<file path="config.mk">
export PLATFORM = sky130hd
export DESIGN_NAME = crc_top
export DESIGN_NICKNAME = d
export VERILOG_FILES = /design/src/crc_pkg.sv /design/src/crc_accum.sv /design/src/crc_top.sv
export VERILOG_INCLUDE_DIRS = /design/src /design/src/src
export SDC_FILE = /design/constraint.sdc
export NUM_CORES = 1
export LEC_CHECK = 0
export ABC_CLOCK_PERIOD_IN_PS = 4300
export BUFFER_PORTS_ARGS = -buffer_cell sky130_fd_sc_hd__buf_2
export CAP_MARGIN = 20
export CORE_UTILIZATION = 58
export DETAILED_ROUTE_END_ITERATION = 6
export PLACE_DENSITY = 0.8
export SLEW_MARGIN = 15
export SYNTH_ARGS = -nofsm -noshare
export SYNTH_HDL_FRONTEND = slang
export SYNTH_HIERARCHICAL = 1
export SYNTH_SLANG_ARGS = --single-unit
</file>
<file path="constraint.sdc">
create_clock -name sys_clk_i -period 4.3 [get_ports sys_clk_i]
set_clock_uncertainty 0.2 [all_clocks]
set_input_delay 0.215 -clock sys_clk_i [delete_from_list [all_inputs] [get_ports sys_clk_i]]
set_output_delay 0.215 -clock sys_clk_i [all_outputs]
set_load 0.02 [all_outputs]
</file>
<file path="src/crc_params.svh">
`ifndef CRC_PARAMS_SVH
`define CRC_PARAMS_SVH

// register byte offsets
`define CRC_CTRL_OFS 4'h0
`define CRC_LIMIT_OFS 4'h4
`define CRC_STAT_OFS 4'h8
`define CRC_ACCUM_OFS 4'hC

// control register fields
`define CRC_EN_BIT 0
`define CRC_RST_BIT 1
`define CRC_BEH_LSB 2
`define CRC_BEH_MSB 3

// status register fields
`define CRC_FLAG_BIT 0
`define CRC_ALERT_BIT 1
`define CRC_ACTIVE_BIT 2

// reset values
`define CRC_EN_RST 1'h0
`define CRC_BEH_RST 2'h1
`define CRC_LIMIT_RST 16'h0000

// timing: one accumulation tick per millisecond
`define CRC_TICK_NS 1000000
`define CRC_CLK_NS 20

// milliampere-milliseconds in one milliampere-hour
`define CRC_MAH_UNITS 22'h36_EE80

`endif

</file>
<file path="src/crc_pkg.sv">
`default_nettype none
package crc_pkg;

   typedef enum logic [1:0]
   {
      BEH_REPORT = 2'h0,
      BEH_RDISC = 2'h1,
      BEH_SLEEP = 2'h2,
      BEH_IGNORE = 2'h3
   } crc_beh_t;

   typedef enum logic [1:0]
   {
      ST_COUNT = 2'h1,
      ST_REACHED = 2'h2
   } crc_state_t;

endpackage : crc_pkg
`default_nettype wire

</file>
<file path="src/crc_accum.sv">
`include "crc_params.svh"
`default_nettype none
module crc_accum #(
   parameter int unsigned TICK_CYCLES = `CRC_TICK_NS / `CRC_CLK_NS
)(
   input wire logic sys_clk_i,
   input wire logic rst_n_i,
   input wire logic run_i,
   input wire logic clear_i,
   input wire logic [11:0] current_ma_i,
   output logic [15:0] charge_mah_o
);
   import crc_pkg::*;

   ////////////////////////////////////////////////////////////////////////////
   // millisecond tick divider
   logic [31:0] div_q, div_d;
   logic tick;

   always_comb
   begin
      tick = (div_q == TICK_CYCLES - 1);
      div_d = tick ? 32'h0000_0000 : div_q + 32'h0000_0001;
   end

   always_ff @(posedge sys_clk_i or negedge rst_n_i)
   begin
      if (!rst_n_i)
         div_q <= 32'h0000_0000;
      else
         div_q <= div_d;
   end

   ////////////////////////////////////////////////////////////////////////////
   // current times time, carried into whole mAh
   logic [21:0] frac_q, frac_d;
   logic [15:0] mah_q, mah_d;
   logic [22:0] sum;

   always_comb
   begin
      frac_d = frac_q;
      mah_d = mah_q;
      sum = {1'b0, frac_q} + {11'h000, current_ma_i};
      if (clear_i)
      begin
         frac_d = 22'h00_0000;
         mah_d = 16'h0000;
      end
      else if (run_i && tick)
      begin
         if (sum >= {1'b0, `CRC_MAH_UNITS})
         begin
            frac_d = 22'(sum - {1'b0, `CRC_MAH_UNITS});
            if (mah_q != 16'hFFFF)
               mah_d = mah_q + 16'h0001;
         end
         else
            frac_d = sum[21:0];
      end
   end

   always_ff @(posedge sys_clk_i or negedge rst_n_i)
   begin
      if (!rst_n_i)
      begin
         frac_q <= 22'h00_0000;
         mah_q <= 16'h0000;
      end
      else
      begin
         frac_q <= frac_d;
         mah_q <= mah_d;
      end
   end

   assign charge_mah_o = mah_q;

endmodule : crc_accum
`default_nettype wire

</file>
<file path="src/crc_top.sv">
// Overview of operation
// host programs charge limit in mAh
// accumulate and check only in Active state
// integrate bus current over elapsed time
// threshold never forces the Error state
// hold threshold behaviour until reset or disable
// two-bit behaviour select, default report+disconnect
// report asserts alert; disconnect also opens switch
// report+disconnect leaves data switch and monitors
// pins still move state; switches stay off
// sleep mode opens switch, enters Sleep, no alert
// sleep mode disables data switch and monitoring
// sleep mode freezes control inputs until reset; the code also releases it on disable or on a write of another behaviour
// reset clears charge and reached flag
// reset releases alert in report modes
// reset in disconnect modes rechecks control pins
// changed pins restart emulation if enabled
// unchanged pins resume state, no restart
// flag sets when charge reaches limit
// reset write zeroes charge, counting resumes
// disable clears charge registers
// attach/removal keeps charge; emulation restarts
`include "crc_params.svh"
`default_nettype none
module crc_top #(
   parameter int unsigned TICK_CYCLES = `CRC_TICK_NS / `CRC_CLK_NS
)(
   input wire logic sys_clk_i,
   input wire logic rst_n_i,
   input wire logic [3:0] avs_address_i,
   input wire logic avs_read_i,
   input wire logic avs_write_i,
   input wire logic [31:0] avs_writedata_i,
   input wire logic [3:0] avs_byteenable_i,
   output logic [31:0] avs_readdata_o,
   output logic avs_waitrequest_o,
   input wire logic active_state_i,
   input wire logic attach_detect_i,
   input wire logic [11:0] bus_current_ma_i,
   input wire logic mode_select_a_i,
   input wire logic mode_select_b_i,
   input wire logic emulation_enable_in_i,
   input wire logic system_state_in_i,
   input wire logic port_power_enable_in_i,
   output logic alert_n_o,
   output logic port_switch_off_o,
   output logic bypass_inhibit_o,
   output logic emulation_remove_o,
   output logic sleep_request_o,
   output logic hs_switch_disable_o,
   output logic monitor_stop_o,
   output logic control_freeze_o,
   output logic power_reeval_o,
   output logic emulation_restart_o
);
   import crc_pkg::*;

   ////////////////////////////////////////////////////////////////////////////
   // control pin synchronisers
   logic [4:0] pin_raw, pin_meta_q, pin_sync_q;

   assign pin_raw = {port_power_enable_in_i, system_state_in_i, emulation_enable_in_i,
                     mode_select_b_i, mode_select_a_i};

   generate
      for (genvar gi = 0; gi < 5; gi++)
      begin : g_sync
         always_ff @(posedge sys_clk_i or negedge rst_n_i)
         begin
            if (!rst_n_i)
            begin
               pin_meta_q[gi] <= 1'b0;
               pin_sync_q[gi] <= 1'b0;
            end
            else
            begin
               pin_meta_q[gi] <= pin_raw[gi];
               pin_sync_q[gi] <= pin_meta_q[gi];
            end
         end
      end
   endgenerate

   ////////////////////////////////////////////////////////////////////////////
   // avalon slave: one wait cycle per access
   logic wait_q, wait_d;
   logic [31:0] rdata_q, rdata_d;
   logic wr_take;
   logic en_q, en_d;
   crc_beh_t beh_q, beh_d;
   logic [15:0] limit_q, limit_d;
   logic rst_cmd;
   crc_state_t state_q, state_d;
   logic alert_n_q, alert_n_d;
   logic [15:0] charge_mah;

   assign wr_take = avs_write_i & ~wait_q;

   always_comb
   begin
      wait_d = 1'b1;
      rdata_d = rdata_q;
      if ((avs_read_i || avs_write_i) && wait_q)
         wait_d = 1'b0;
      if (avs_read_i && wait_q)
      begin
         case (avs_address_i)
            `CRC_CTRL_OFS: rdata_d = {28'h000_0000, beh_q, 1'b0, en_q};
            `CRC_LIMIT_OFS: rdata_d = {16'h0000, limit_q};
            `CRC_STAT_OFS: rdata_d = {29'h0000_0000, active_state_i, ~alert_n_q,
                                      state_q == ST_REACHED};
            `CRC_ACCUM_OFS: rdata_d = {16'h0000, charge_mah};
            default: rdata_d = 32'h0000_0000;
         endcase
      end
   end

   always_ff @(posedge sys_clk_i or negedge rst_n_i)
   begin
      if (!rst_n_i)
      begin
         wait_q <= 1'b1;
         rdata_q <= 32'h0000_0000;
      end
      else
      begin
         wait_q <= wait_d;
         rdata_q <= rdata_d;
      end
   end

   ////////////////////////////////////////////////////////////////////////////
   // software registers
   always_comb
   begin
      en_d = en_q;
      beh_d = beh_q;
      limit_d = limit_q;
      rst_cmd = 1'b0;
      if (wr_take && avs_address_i == `CRC_CTRL_OFS && avs_byteenable_i[0])
      begin
         en_d = avs_writedata_i[`CRC_EN_BIT];
         beh_d = crc_beh_t'(avs_writedata_i[`CRC_BEH_MSB:`CRC_BEH_LSB]);
         rst_cmd = avs_writedata_i[`CRC_RST_BIT];
      end
      if (wr_take && avs_address_i == `CRC_LIMIT_OFS)
      begin
         if (avs_byteenable_i[0])
            limit_d[7:0] = avs_writedata_i[7:0];
         if (avs_byteenable_i[1])
            limit_d[15:8] = avs_writedata_i[15:8];
      end
   end

   always_ff @(posedge sys_clk_i or negedge rst_n_i)
   begin
      if (!rst_n_i)
      begin
         en_q <= `CRC_EN_RST;
         beh_q <= crc_beh_t'(`CRC_BEH_RST);
         limit_q <= `CRC_LIMIT_RST;
      end
      else
      begin
         en_q <= en_d;
         beh_q <= beh_d;
         limit_q <= limit_d;
      end
   end

   ////////////////////////////////////////////////////////////////////////////
   // charge accumulation
   logic acc_run, acc_clear;

   assign acc_run = en_q & active_state_i & (state_q == ST_COUNT);
   assign acc_clear = rst_cmd | ~en_q;

   crc_accum #(
      .TICK_CYCLES(TICK_CYCLES)
   ) u_accum (
      .sys_clk_i(sys_clk_i),
      .rst_n_i(rst_n_i),
      .run_i(acc_run),
      .clear_i(acc_clear),
      .current_ma_i(bus_current_ma_i),
      .charge_mah_o(charge_mah)
   );

   ////////////////////////////////////////////////////////////////////////////
   // threshold state and recovery
   logic [4:0] snap_q, snap_d;
   logic hit, reached, disc_old, recheck, changed;
   logic sw_off_q, sw_off_d, byp_q, byp_d, emrm_q, emrm_d;
   logic sleep_q, sleep_d, reeval_q, reeval_d, restart_q, restart_d;

   always_comb
   begin
      hit = acc_run && (charge_mah >= limit_q);
      disc_old = (beh_q == BEH_RDISC) || (beh_q == BEH_SLEEP);
      changed = (pin_sync_q != snap_q);
      recheck = (state_q == ST_REACHED) && disc_old &&
                (rst_cmd || !en_d || (beh_d != beh_q && beh_d != BEH_SLEEP));
      snap_d = hit ? pin_sync_q : snap_q;
      case (state_q)
         ST_COUNT: state_d = hit ? ST_REACHED : ST_COUNT;
         ST_REACHED: state_d = (rst_cmd || !en_d) ? ST_COUNT : ST_REACHED;
         default: state_d = ST_COUNT;
      endcase
      reached = (state_d == ST_REACHED);
      // threshold only steers these lines, never the error path
      alert_n_d = !(reached && (beh_d == BEH_REPORT || beh_d == BEH_RDISC));
      sw_off_d = reached && (beh_d == BEH_RDISC || beh_d == BEH_SLEEP);
      emrm_d = sw_off_d;
      byp_d = reached && beh_d == BEH_RDISC;
      sleep_d = reached && beh_d == BEH_SLEEP;
      reeval_d = recheck && changed;
      restart_d = (reeval_d && pin_sync_q[2]) ||
                  (attach_detect_i && en_q && state_q == ST_COUNT);
   end

   always_ff @(posedge sys_clk_i or negedge rst_n_i)
   begin
      if (!rst_n_i)
      begin
         state_q <= ST_COUNT;
         snap_q <= 5'h00;
         alert_n_q <= 1'b1;
         sw_off_q <= 1'b0;
         emrm_q <= 1'b0;
         byp_q <= 1'b0;
         sleep_q <= 1'b0;
         reeval_q <= 1'b0;
         restart_q <= 1'b0;
      end
      else
      begin
         state_q <= state_d;
         snap_q <= snap_d;
         alert_n_q <= alert_n_d;
         sw_off_q <= sw_off_d;
         emrm_q <= emrm_d;
         byp_q <= byp_d;
         sleep_q <= sleep_d;
         reeval_q <= reeval_d;
         restart_q <= restart_d;
      end
   end

   assign avs_waitrequest_o = wait_q;
   assign avs_readdata_o = rdata_q;
   assign alert_n_o = alert_n_q;
   assign port_switch_off_o = sw_off_q;
   assign bypass_inhibit_o = byp_q;
   assign emulation_remove_o = emrm_q;
   assign sleep_request_o = sleep_q;
   assign hs_switch_disable_o = sleep_q;
   assign monitor_stop_o = sleep_q;
   assign control_freeze_o = sleep_q;
   assign power_reeval_o = reeval_q;
   assign emulation_restart_o = restart_q;
endmodule : crc_top
`default_nettype wire

</file>
==> impl_metrics.csv, run 1 <==
group,metric,value,unit
clock_network,cts_buffers,17,
timing,fin_crit_sh,96.8,%
synthesis,synth_area,7750,µm²
placed_design,dpl.hpwl,12300,µm
synthesis,synth_top_area_share,40.3,%
min_path,hold_class,"in -> reg",
layout,drive_above_1_share,18.9,%
synthesis,synth_ff_type,"dfrtp_1",
min_path,holdPathEnd,"u_accum/frac_q[0]",
synthesis,synth_cells,839,
synthesis,synth_common_cells,"dfrtp_1 (125), nand2_1 (92), nor2_1 (61)",
timing,slew_headroom,38.9,%
synthesis,synth_edf_count,0,
min_path,hp-start,"bus_current_ma_i[0]",
global_route,grt_overflow,0,
timing,worst_hold_slack,0.0355,ns
synthesis,ys_seq_area_share,41.7,%
clock_network,ctsLongestPathBuffers,2,
pwr,power.density,330,nW/µm²
floorplan,dieWidth,118,µm
synthesis,ys_seq_elements,129,
timing,final-hold-violation-count,0,
synthesis,yosys-top-cells-area,"dfrtp_1 (40%), ha_1 (5.6%), nand2_1 (4.5%), o21ai_0 (3.6%), xnor2_1 (3.3%)",
floorplan,ios,106,
clock_network,clk_transition_reported_paths,0.06,ns
synthesis,synth.largest_area_cell,"dfrtp_1",
routing,viasPerCell,5.88,
placed_design,port_buffers,71,
clock_network,root_buffer,"clkbuf_16",
timing,period_needed,4.16,ns
placed_design,gp_congestion,0.894,
worst_setup_path,regToRegEndpoint,"u_accum/charge_mah_o[15]",
worst_setup_path,worstPathMaxFanout,17,
routing,drt-wirelength-per-cell,16.0,µm
worst_setup_path,crit_path_end_kind,"register",
floorplan,die_h,118,µm
synthesis,async_reset_ff_share,100,%
timing,worst_slew_pin_slew,0.914,ns
min_path,hold_depth,4,
routing,drc,0,
layout,stdcell_area,9290,µm²
global_route,grt_usage,27.6,%
floorplan,start_util,60.4,%
synthesis,yosysMostFrequentCell,"dfrtp_1",
clock_network,clk_latency,0.42,ns
clock_network,cts_tree,"yes",
synthesis,synth.distinct_cells,81,
timing,setup_viol,0,
clock_network,cts_sinks,129,
timing,fin_setup_tns,0,ns
timing,slew_violations,0,
floorplan,rows,41,
global_route,grt_pass1_wl,31000,µm
layout,layout.nets,1052,
routing,drtIter0Drc,498,
placed_design,dpl_cell_area,8360,µm²
placed_design,pre_cts_ws,-0.0223,ns
worst_setup_path,reg2reg_from,"u_accum/frac_q[0]",
global_route,grt_pass1_vias,6551,
layout,antenna_cells,0,
worst_setup_path,crit_required,4.44,ns
synthesis,ys_warn_count,6,
worst_setup_path,arrival,4.30,ns
worst_setup_path,r2r_slack,0.14,ns
layout,area_delta_synth_final,19.8,%
routing,vias,6696,
worst_setup_path,r2r_cells,15,
clock_network,htree_levels,4,
worst_setup_path,worst_setup_path_start_kind,"register",
run_status,status,"complete, no violations",
routing,routed_wirelength,18200,µm
pwr,p_leak,4.33,nW
routing,dr.pass1.iters,7,
timing,setup_ws,0.136,ns
synthesis,avgSynthCellArea,9.24,µm²
global_route,antenna_found_initial,0,
pwr,ir_drop,0.425,mV
floorplan,die_area,13800,µm²
flow_run,drv_cap,0,
global_route,grt_max_degree,67,
worst_setup_path,critical_path_class,"reg -> reg",
timing,fmax,240,MHz
floorplan,core_area,12800,µm²
routing,ant_nets,0,
## cell type report
type	count	area (µm²)
multi-input cells	633	4180
fillers	917	3530
flip-flops and latches	129	3230
repair buffers	133	906
clock buffers	18	439
well taps	172	215
clock inverters	14	168
inverters	39	146
## power breakdown
group / internal [mW] / leakage, nW / switching (mW)
Combinational: 0.113 / 2.34 / 0.188
Sequential: 1.26 / 1.69 / 0.0296
Clock: 0.890 / 0.298 / 0.586
Total: 2.27 / 4.33 / 0.804
## metrics by stage
stage | std cells | utilization [%] | power [mW]
floorplan | 854 | - | 1.49
global placement | 1077 | 65.2 | 1.57
detailed placement | 1077 | 65.2 | 1.58
CTS | 1137 | 72.2 | 3.08
global route | 1138 | 72.4 | 3.19
finish | 1138 | 72.4 | 3.07
## timing repair
item / 4_1_cts / 5_1_grt
hold buffers: 28 / 0
pin swaps: 0 / 1
setup endpoints to repair: 3 / 23
gates resized for setup: 2 / 7
endpoints found under the hold margin: 91 / 0
buffers inserted: 0 / 1
## cell families (layout without fill, tap and decap cells)
| logic type | Yosys count | after routing | synth area share (%) |
|---|---|---|---|
| flops | 129 | 129 | 41.7 |
| fa+ha+maj | 36 | 36 | 5.91 |
| other cells | 1 | 16 | 0.0484 |
| compound gates | 200 | 200 | 17.4 |
| buf+inv | 92 | 204 | 5.63 |
| xor+xnor | 51 | 51 | 5.76 |
| simple gates | 308 | 308 | 20.0 |
| mux | 22 | 22 | 3.50 |
## routing by layer
layer / vias to the layer above / GRT usage, % / wire [µm] / part of all wire [%]
li1: 3230 / - / - / -
met1: 3214 / 35.8 / 7980 / 44
met2: 211 / 45.6 / 9070 / 50
met3: 41 / 6.30 / 835 / 4.6
met4: 0 / 9.29 / 353 / 1.9
met5: - / 0 / 0 / 0
## worst max path at each step
stage	startpoint	endpoint	slack [ns]	depth (start not counted)
2_1_floorplan	u_accum/frac_q[0]	u_accum/charge_mah_o[13]	0.38	14
3_3_place_gp	u_accum/frac_q[0]	u_accum/charge_mah_o[3]	0.08	14
3_5_place_dp	u_accum/frac_q[0]	u_accum/charge_mah_o[2]	-0.02	14
4_1_cts	u_accum/frac_q[0]	u_accum/charge_mah_o[2]	0.03	15
5_1_grt	u_accum/frac_q[0]	u_accum/charge_mah_o[15]	-0.02	15
6_report	u_accum/frac_q[0]	u_accum/charge_mah_o[15]	0.14	15
## placed cells by master, fill, tap and decap left out, drive strengths merged, types with 5 or more instances in the layout
cell and instances:
ha 35, and3 12, a211oi 9, nor3 22, xnor2 29, nand2 92
nand3 33, nand4 15, dfrtp 125, o31ai 7, nor2b 14, o211a 5
nor4 7, mux2i 5, nand2b 6, o211ai 8, buf 105, a21oi 44
dlygate4sd3 28, a31oi 5, clkbuf 18, o21ai 62, a21o 5, inv 47
mux2 15, a22oi 13, or3 16, xor2 22, nor2 61, conb 16
## flip-flops by register name, summed over array words and instances (netlist names)
| name | cells |
|---|---|
| bypass_inhibit_o | 1 |
| avs_readdata_o | 16 |
| pin_meta_q | 5 |
| beh_q | 2 |
| state_q | 2 |
| snap_q | 5 |
| emulation_restart_o | 1 |
| en_q | 1 |
| pin_sync_q | 5 |
| alert_n_o | 1 |
| u_accum/charge_mah_o | 16 |
| emulation_remove_o | 1 |
| u_accum/div_q | 32 |
| avs_waitrequest_o | 1 |
| control_freeze_o | 1 |
| limit_q | 16 |
| power_reeval_o | 1 |
| u_accum/frac_q | 22 |
## critical path, stage by stage, from the launching register on
cell,delay (ns)
dfrtp_1,0.34
ha_1,0.22
inv_1,0.07
fa_1,0.38
nor2b_1,0.21
buf_4,0.15
o311a_1,0.19
o21ai_0,0.14
o211a_1,0.21
ha_1,0.25
inv_1,0.09
a41oi_1,0.05
o2111a_2,0.33
o41a_4,0.56
or4_1,0.51
a21oi_1,0.16
Power figures use the tool's default switching activity.
==> run 2: changes to the inputs <==
--- a/config.mk
+++ b/config.mk
@@ -15,5 +15,4 @@
 export SLEW_MARGIN = 15
 export SYNTH_ARGS = -nofsm -noshare
 export SYNTH_HDL_FRONTEND = slang
-export SYNTH_HIERARCHICAL = 1
 export SYNTH_SLANG_ARGS = --single-unit
==> impl_metrics.csv, run 2 <==
group,metric,value,unit
run_status,status,"complete, no violations",
clock_network,htree_levels,4,
clock_network,clk_latency,0.42,ns
synthesis,async_reset_ff_share,100,%
layout,largest_register,"u_accum.div_q",
layout,layout.nets,1034,
global_route,grt_util_met2,43.5,%
worst_setup_path,reg2reg_from,"u_accum.frac_q[7]",
global_route,grt_overflow,0,
worst_setup_path,crit_required,4.43,ns
worst_setup_path,critical_path_class,"reg -> reg",
routing,drtIter0Drc,548,
floorplan,ios,106,
synthesis,ys_seq_elements,129,
placed_design,dpl_cell_area,8220,µm²
synthesis,ys_seq_area_share,41.8,%
global_route,grt-busiest-layer,"met2",
clock_network,clk_transition_reported_paths,0.06,ns
routing,routed_wirelength,17800,µm
placed_design,gp_congestion,0.924,
timing,slew_violations,0,
worst_setup_path,crit_path_end_kind,"register",
worst_setup_path,worstPathMaxFanout,13,
worst_setup_path,cp_slowest_cell,"or4_1",
floorplan,die_h,118,µm
timing,setup_viol,0,
pwr,power.density,337,nW/µm²
global_route,grt_pass1_vias,6442,
synthesis,synth_edf_count,0,
layout,n_fill_cell,924,
synthesis,synth_ff_type,"dfrtp_1",
routing,ant_nets,0,
floorplan,core_area,12800,µm²
routing,vias,6600,
layout,stdcell_area,9150,µm²
clock_network,root_buffer,"clkbuf_16",
worst_setup_path,crit_chain,"ha_1 > and3_1 > nand2_1 > o21a_2 > buf_4 > a2111o_1 > a21o_1 > a21o_1 > o32ai_4 > nand4_4 > or4_1 > a21oi_1",
routing,viasPerCell,5.89,
floorplan,start_util,60.4,%
worst_setup_path,startpoint,"u_accum.frac_q[7]",
layout,area_delta_synth_final,18.2,%
timing,period_needed,4.02,ns
global_route,grt_usage,27.0,%
placed_design,pre_cts_ws,0.197,ns
global_route,met1_usage,35.8,%
clock_network,cts_tree,"yes",
layout,final_cell_mix,"dfrtp_1 (125), nand2_1 (100), buf_2 (70), o21ai_0 (58), a21oi_1 (46)",
worst_setup_path,critPathBufInv,1,
synthesis,synth_top_area_share,40.4,%
synthesis,synth.largest_area_cell,"dfrtp_1",
timing,fmax,248,MHz
timing,setup_ws,0.275,ns
global_route,antenna_found_initial,0,
floorplan,die_area,13800,µm²
timing,fin_crit_sh,93.6,%
layout,drive_above_1_share,16.7,%
pwr,ir_drop,0.400,mV
layout,final_cells,1120,
placed_design,dpl.hpwl,12100,µm
global_route,grt_max_degree,77,
layout,final_common_cell,"dfrtp_1",
synthesis,ys_warn_count,0,
timing,worst_slew_pin_slew,0.981,ns
layout,top_regs,"u_accum.div_q (32), u_accum.frac_q (22)",
min_path,hold_class,"in -> reg",
timing,final-hold-violation-count,0,
min_path,hp-start,"avs_address_i[2]",
global_route,grt_pass1_wl,30000,µm
pwr,total_power,3.09,mW
synthesis,avgSynthCellArea,9.20,µm²
routing,drc,0,
worst_setup_path,cpMostUsedCell,"a21o_1",
timing,fin_setup_tns,0,ns
synthesis,synth_common_cells,"dfrtp_1 (125), nand2_1 (100), o21ai_0 (59)",
synthesis,yosysMostFrequentCell,"dfrtp_1",
worst_setup_path,arrival,4.16,ns
clock_network,cts_setup_buffers,0,
worst_setup_path,path_delay_family,"compound AO/OA/AOI/OAI gates",
worst_setup_path,worst_setup_path_start_kind,"register",
synthesis,synth_cells,841,
synthesis,synth.distinct_cells,75,
floorplan,dieWidth,118,µm
placed_design,port_buffers,71,
clock_network,cts_buffers,17,
pwr,p_leak,4.29,nW
clock_network,cts_sinks,129,
layout,antenna_cells,0,
layout,largest_reg_flops,32,
synthesis,yosys-top-cells-area,"dfrtp_1 (40%), ha_1 (5.7%), nand2_1 (4.8%), xnor2_1 (4.2%), o21ai_0 (3.8%)",
placed_design,dp.cells,1061,
flow_run,drv_cap,0,
routing,drt-wirelength-per-cell,15.9,µm
routing,dr.pass1.iters,6,
synthesis,synth_area,7740,µm²
clock_network,ctsLongestPathBuffers,2,
worst_setup_path,critPathMaxStageDelay,0.48,ns
global_route,grtUsageMet3,5.72,%
floorplan,rows,41,
timing,slew_headroom,34.6,%
timing,grt_setup_unrepaired,"no",
run 2: worst min-delay path: cells and delay by family:
kind	cells	cell delay [ns]
AOI/OAI and AO/OA	2	0.22
buffers and inverters	1	0.17
run 2: logic make-up (layout without fill, tap and decap cells):
kind of cell / count (synthesis) / count (layout) / share of synthesized area (%)
compound gates: 202 / 202 / 17.2
fa+ha+maj: 36 / 36 / 5.92
other cells: 1 / 16 / 0.0485
flops: 129 / 129 / 41.8
simple gates: 299 / 299 / 19.5
buf+inv: 97 / 189 / 6.11
mux: 17 / 17 / 2.64
xor+xnor: 60 / 60 / 6.79
run 2: power breakdown:
group	internal, mW	leakage, nW	switching, mW
Clock	0.953	0.295	0.566
Combinational	0.103	2.30	0.173
Sequential	1.26	1.69	0.0294
Total	2.32	4.29	0.769
run 2: worst paths after layout:
path | endpoint | slack, ns | cells after the start
max | u_accum.charge_mah_o[13] | 0.28 | 12
min | avs_readdata_o[3] | 0.03 | 3
max reg2reg | u_accum.charge_mah_o[13] | 0.28 | 12
min reg2reg | pin_sync_q[2] | 0.15 | 0
max in group asynchronous | avs_waitrequest_o | 2.79 | 3
min in group asynchronous | u_accum.frac_q[14] | 0.26 | 2
run 2: metal layers:
layer / wire [µm] / up-vias
met1: 7880 / 3156
met4: 421 / 0
met3: 931 / 39
met2: 8610 / 214
li1: - / 3191
met5: 0 / -
run 2: timing repair:
action | CTS | global route
gates resized for setup | 0 | 6
hold buffers | 27 | 0
endpoints found under the hold margin | 103 | 0
endpoints found under the setup margin | 0 | 23
run 2: cell type report:
type / count / area, µm² / area share [%]
multi-input cells: 630 / 4120 / 45.1
flip-flops and latches: 129 / 3230 / 35.3
repair buffers: 121 / 813 / 8.89
clock buffers: 19 / 453 / 4.95
well taps: 172 / 215 / 2.35
clock inverters: 13 / 175 / 1.91
inverters: 36 / 135 / 1.48
run 2: metrics by stage:
stage	hold slack, ns	utilization [%]
5_1_grt	0.0710	71.3
4_1_cts	0.0321	71.1
6_report	0.0324	71.3
2_1_floorplan	-0.281	-
3_3_place_gp	0.122	64.1
3_5_place_dp	0.124	64.1
==> run 3: changes to the inputs <==
--- a/config.mk
+++ b/config.mk
@@ -11,7 +11,7 @@
 export CAP_MARGIN = 20
 export CORE_UTILIZATION = 58
 export DETAILED_ROUTE_END_ITERATION = 6
-export PLACE_DENSITY = 0.8
+export PLACE_DENSITY = 0.9
 export SLEW_MARGIN = 15
 export SYNTH_ARGS = -nofsm -noshare
 export SYNTH_HDL_FRONTEND = slang
==> constraint.sdc (replaced) <==
create_clock -name sys_clk_i -period 4.3 [get_ports sys_clk_i]
set_clock_uncertainty 0.2 [all_clocks]
set_input_delay 0.215 -clock sys_clk_i [delete_from_list [all_inputs] [get_ports sys_clk_i]]
set_output_delay 0.215 -clock sys_clk_i [all_outputs]
set_load 0.005 [all_outputs]
==> impl_metrics.csv, run 3 (synthesis results as in run 2) <==
group,metric,value,unit
worst_setup_path,r2r_cells,11,
timing,grt_setup_unrepaired,"no",
routing,vias,7087,
clock_network,clk_transition_reported_paths,0.06,ns
floorplan,die_area,13800,µm²
pwr,power.internal,2.12,mW
layout,top_regs,"u_accum.div_q (32), u_accum.frac_q (22)",
routing,ant_nets,0,
placed_design,gp_congestion,0.948,
worst_setup_path,worst_setup_path_start_kind,"register",
worst_setup_path,r2r_slack,0.20,ns
timing,slew_headroom,43.0,%
pwr,p_leak,4.24,nW
global_route,grt_max_degree,68,
worst_setup_path,reg2reg_from,"u_accum.frac_q[5]",
min_path,hold_class,"in -> reg",
min_path,hold_depth,4,
timing,final-hold-violation-count,0,
min_path,hp-start,"bus_current_ma_i[0]",
clock_network,cts_sinks,129,
worst_setup_path,arrival,4.25,ns
layout,n_fill_cell,886,
timing,fin_setup_tns,0,ns
clock_network,root_buffer,"clkbuf_16",
worst_setup_path,crit_required,4.45,ns
worst_setup_path,regToRegEndpoint,"u_accum.charge_mah_o[13]",
timing,slew_violations,0,
global_route,antenna_found_initial,0,
worst_setup_path,critical_path_class,"reg -> reg",
global_route,grt_pass1_vias,6926,
routing,drt-wirelength-per-cell,18.8,µm
clock_network,htree_levels,4,
pwr,p_comb_share,9.8,%
clock_network,clk_latency,0.43,ns
floorplan,dieWidth,118,µm
layout,drive_above_1_share,16.5,%
routing,drtIter0Drc,722,
routing,drc,0,
layout,largest_register,"u_accum.div_q",
pwr,switching_share,27.3,%
clock_network,cts_tree,"yes",
layout,largest_reg_flops,32,
min_path,holdPathEnd,"u_accum.frac_q[0]",
layout,final_cell_mix,"dfrtp_1 (125), nand2_1 (100), buf_2 (70), o21ai_0 (58), a21oi_1 (47)",
clock_network,ctsLongestPathBuffers,2,
timing,period_needed,4.10,ns
timing,fin_crit_sh,95.4,%
timing,setup_viol,0,
routing,routed_wirelength,21000,µm
timing,fmax,244,MHz
layout,antenna_cells,0,
global_route,grt_overflow,0,
placed_design,port_buffers,71,
pwr,p_seq_share,44.6,%
routing,dr.pass1.iters,5,
pwr,ir_drop,0.297,mV
run_status,status,"complete, no violations",
global_route,grt_pass1_wl,34400,µm
layout,area_delta_synth_final,16.7,%
floorplan,ios,106,
flow_run,drv_cap,0,
placed_design,dpl.hpwl,12800,µm
floorplan,rows,41,
layout,layout.nets,1031,
worst_setup_path,worstPathMaxFanout,16,
pwr,p_clk_share,45.5,%
routing,viasPerCell,6.34,
clock_network,cts_buffers,17,
floorplan,start_util,60.4,%
layout,final_common_cell,"dfrtp_1",
pwr,power.density,322,nW/µm²
global_route,grt_usage,31.7,%
pwr,p_sw,793,µW
clock_network,cts_setup_buffers,0,
worst_setup_path,crit_path_end_kind,"register",
floorplan,core_area,12800,µm²
timing,worst_slew_pin_slew,0.856,ns
pwr,total_power,2.91,mW
floorplan,die_h,118,µm
-- run 3: routing by layer --
| metal | share of wire [%] | vias to the layer above | track usage [%] |
|---|---|---|---|
| met4 | 5.8 | 0 | 20.8 |
| met5 | 0 | - | 0 |
| li1 | - | 3170 | - |
| met2 | 48 | 425 | 51.3 |
| met1 | 37 | 3367 | 37.0 |
| met3 | 8.4 | 125 | 8.82 |
-- run 3: worst max-delay path by stage --
stage / startpoint / endpoint / slack, ns / cells after the start
floorplan: u_accum.frac_q[0] / u_accum.charge_mah_o[15] / 0.59 / 15
global placement: u_accum.frac_q[0] / u_accum.charge_mah_o[13] / 0.29 / 12
detailed placement: u_accum.frac_q[0] / u_accum.charge_mah_o[13] / 0.16 / 12
CTS: u_accum.frac_q[0] / u_accum.charge_mah_o[13] / 0.08 / 12
global route: u_accum.frac_q[5] / u_accum.charge_mah_o[13] / 0.06 / 12
finish: u_accum.frac_q[5] / u_accum.charge_mah_o[13] / 0.20 / 11
-- run 3: per-stage QoR --
step | std cells | util, % | worst slack (ns) | cell area (µm²) | hold WS, ns
after CTS | 1117 | 70.1 | 0.0793 | 8980 | 0.0341
final | 1117 | 70.4 | 0.198 | 9030 | 0.0327
after global placement | 1058 | 63.8 | 0.287 | 8180 | 0.123
after global routing | 1117 | 70.4 | 0.0594 | 9030 | 0.0640
after detailed placement | 1058 | 63.8 | 0.159 | 8180 | 0.125
after floorplan | 856 | - | 0.595 | 7800 | -0.281
-- run 3: area by class of cell --
type	count	area [µm²]	area share, %
clock buffer	19	443	4.91
clock inverter	13	90.1	0.998
inverter	36	135	1.50
multi-input combinational	630	4140	45.8
sequential	129	3230	35.8
tap	172	215	2.38
timing repair buffer	118	778	8.62
-- run 3: power by group through the flow --
| stage | registers (mW) | logic (mW) | clock network [mW] |
|---|---|---|---|
| after global placement | 1.31 | 0.226 | 0 |
| after detailed placement | 1.31 | 0.241 | 0 |
| after floorplan | 1.31 | 0.153 | 0 |
| after CTS | 1.29 | 0.267 | 1.30 |
| final | 1.30 | 0.286 | 1.32 |
| after global routing | 1.30 | 0.317 | 1.38 |
-- run 3: critical path, cell delays in order, from the launching register on --
cell and delay (ns):
dfrtp_1 0.40, ha_1 0.42, inv_1 0.13, o221a_4 0.32, o21a_2 0.28, a2111o_1 0.43, a21o_1 0.19, a21o_1 0.23
o32ai_4 0.40, nand4_4 0.29, or4_1 0.54, a21oi_1 0.20
-- run 3: repair_timing --
action	4_1_cts	5_1_grt
hold buffers	27	0
gates resized for setup	0	8
endpoints found under the hold margin	90	0
endpoints found under the setup margin	0	19
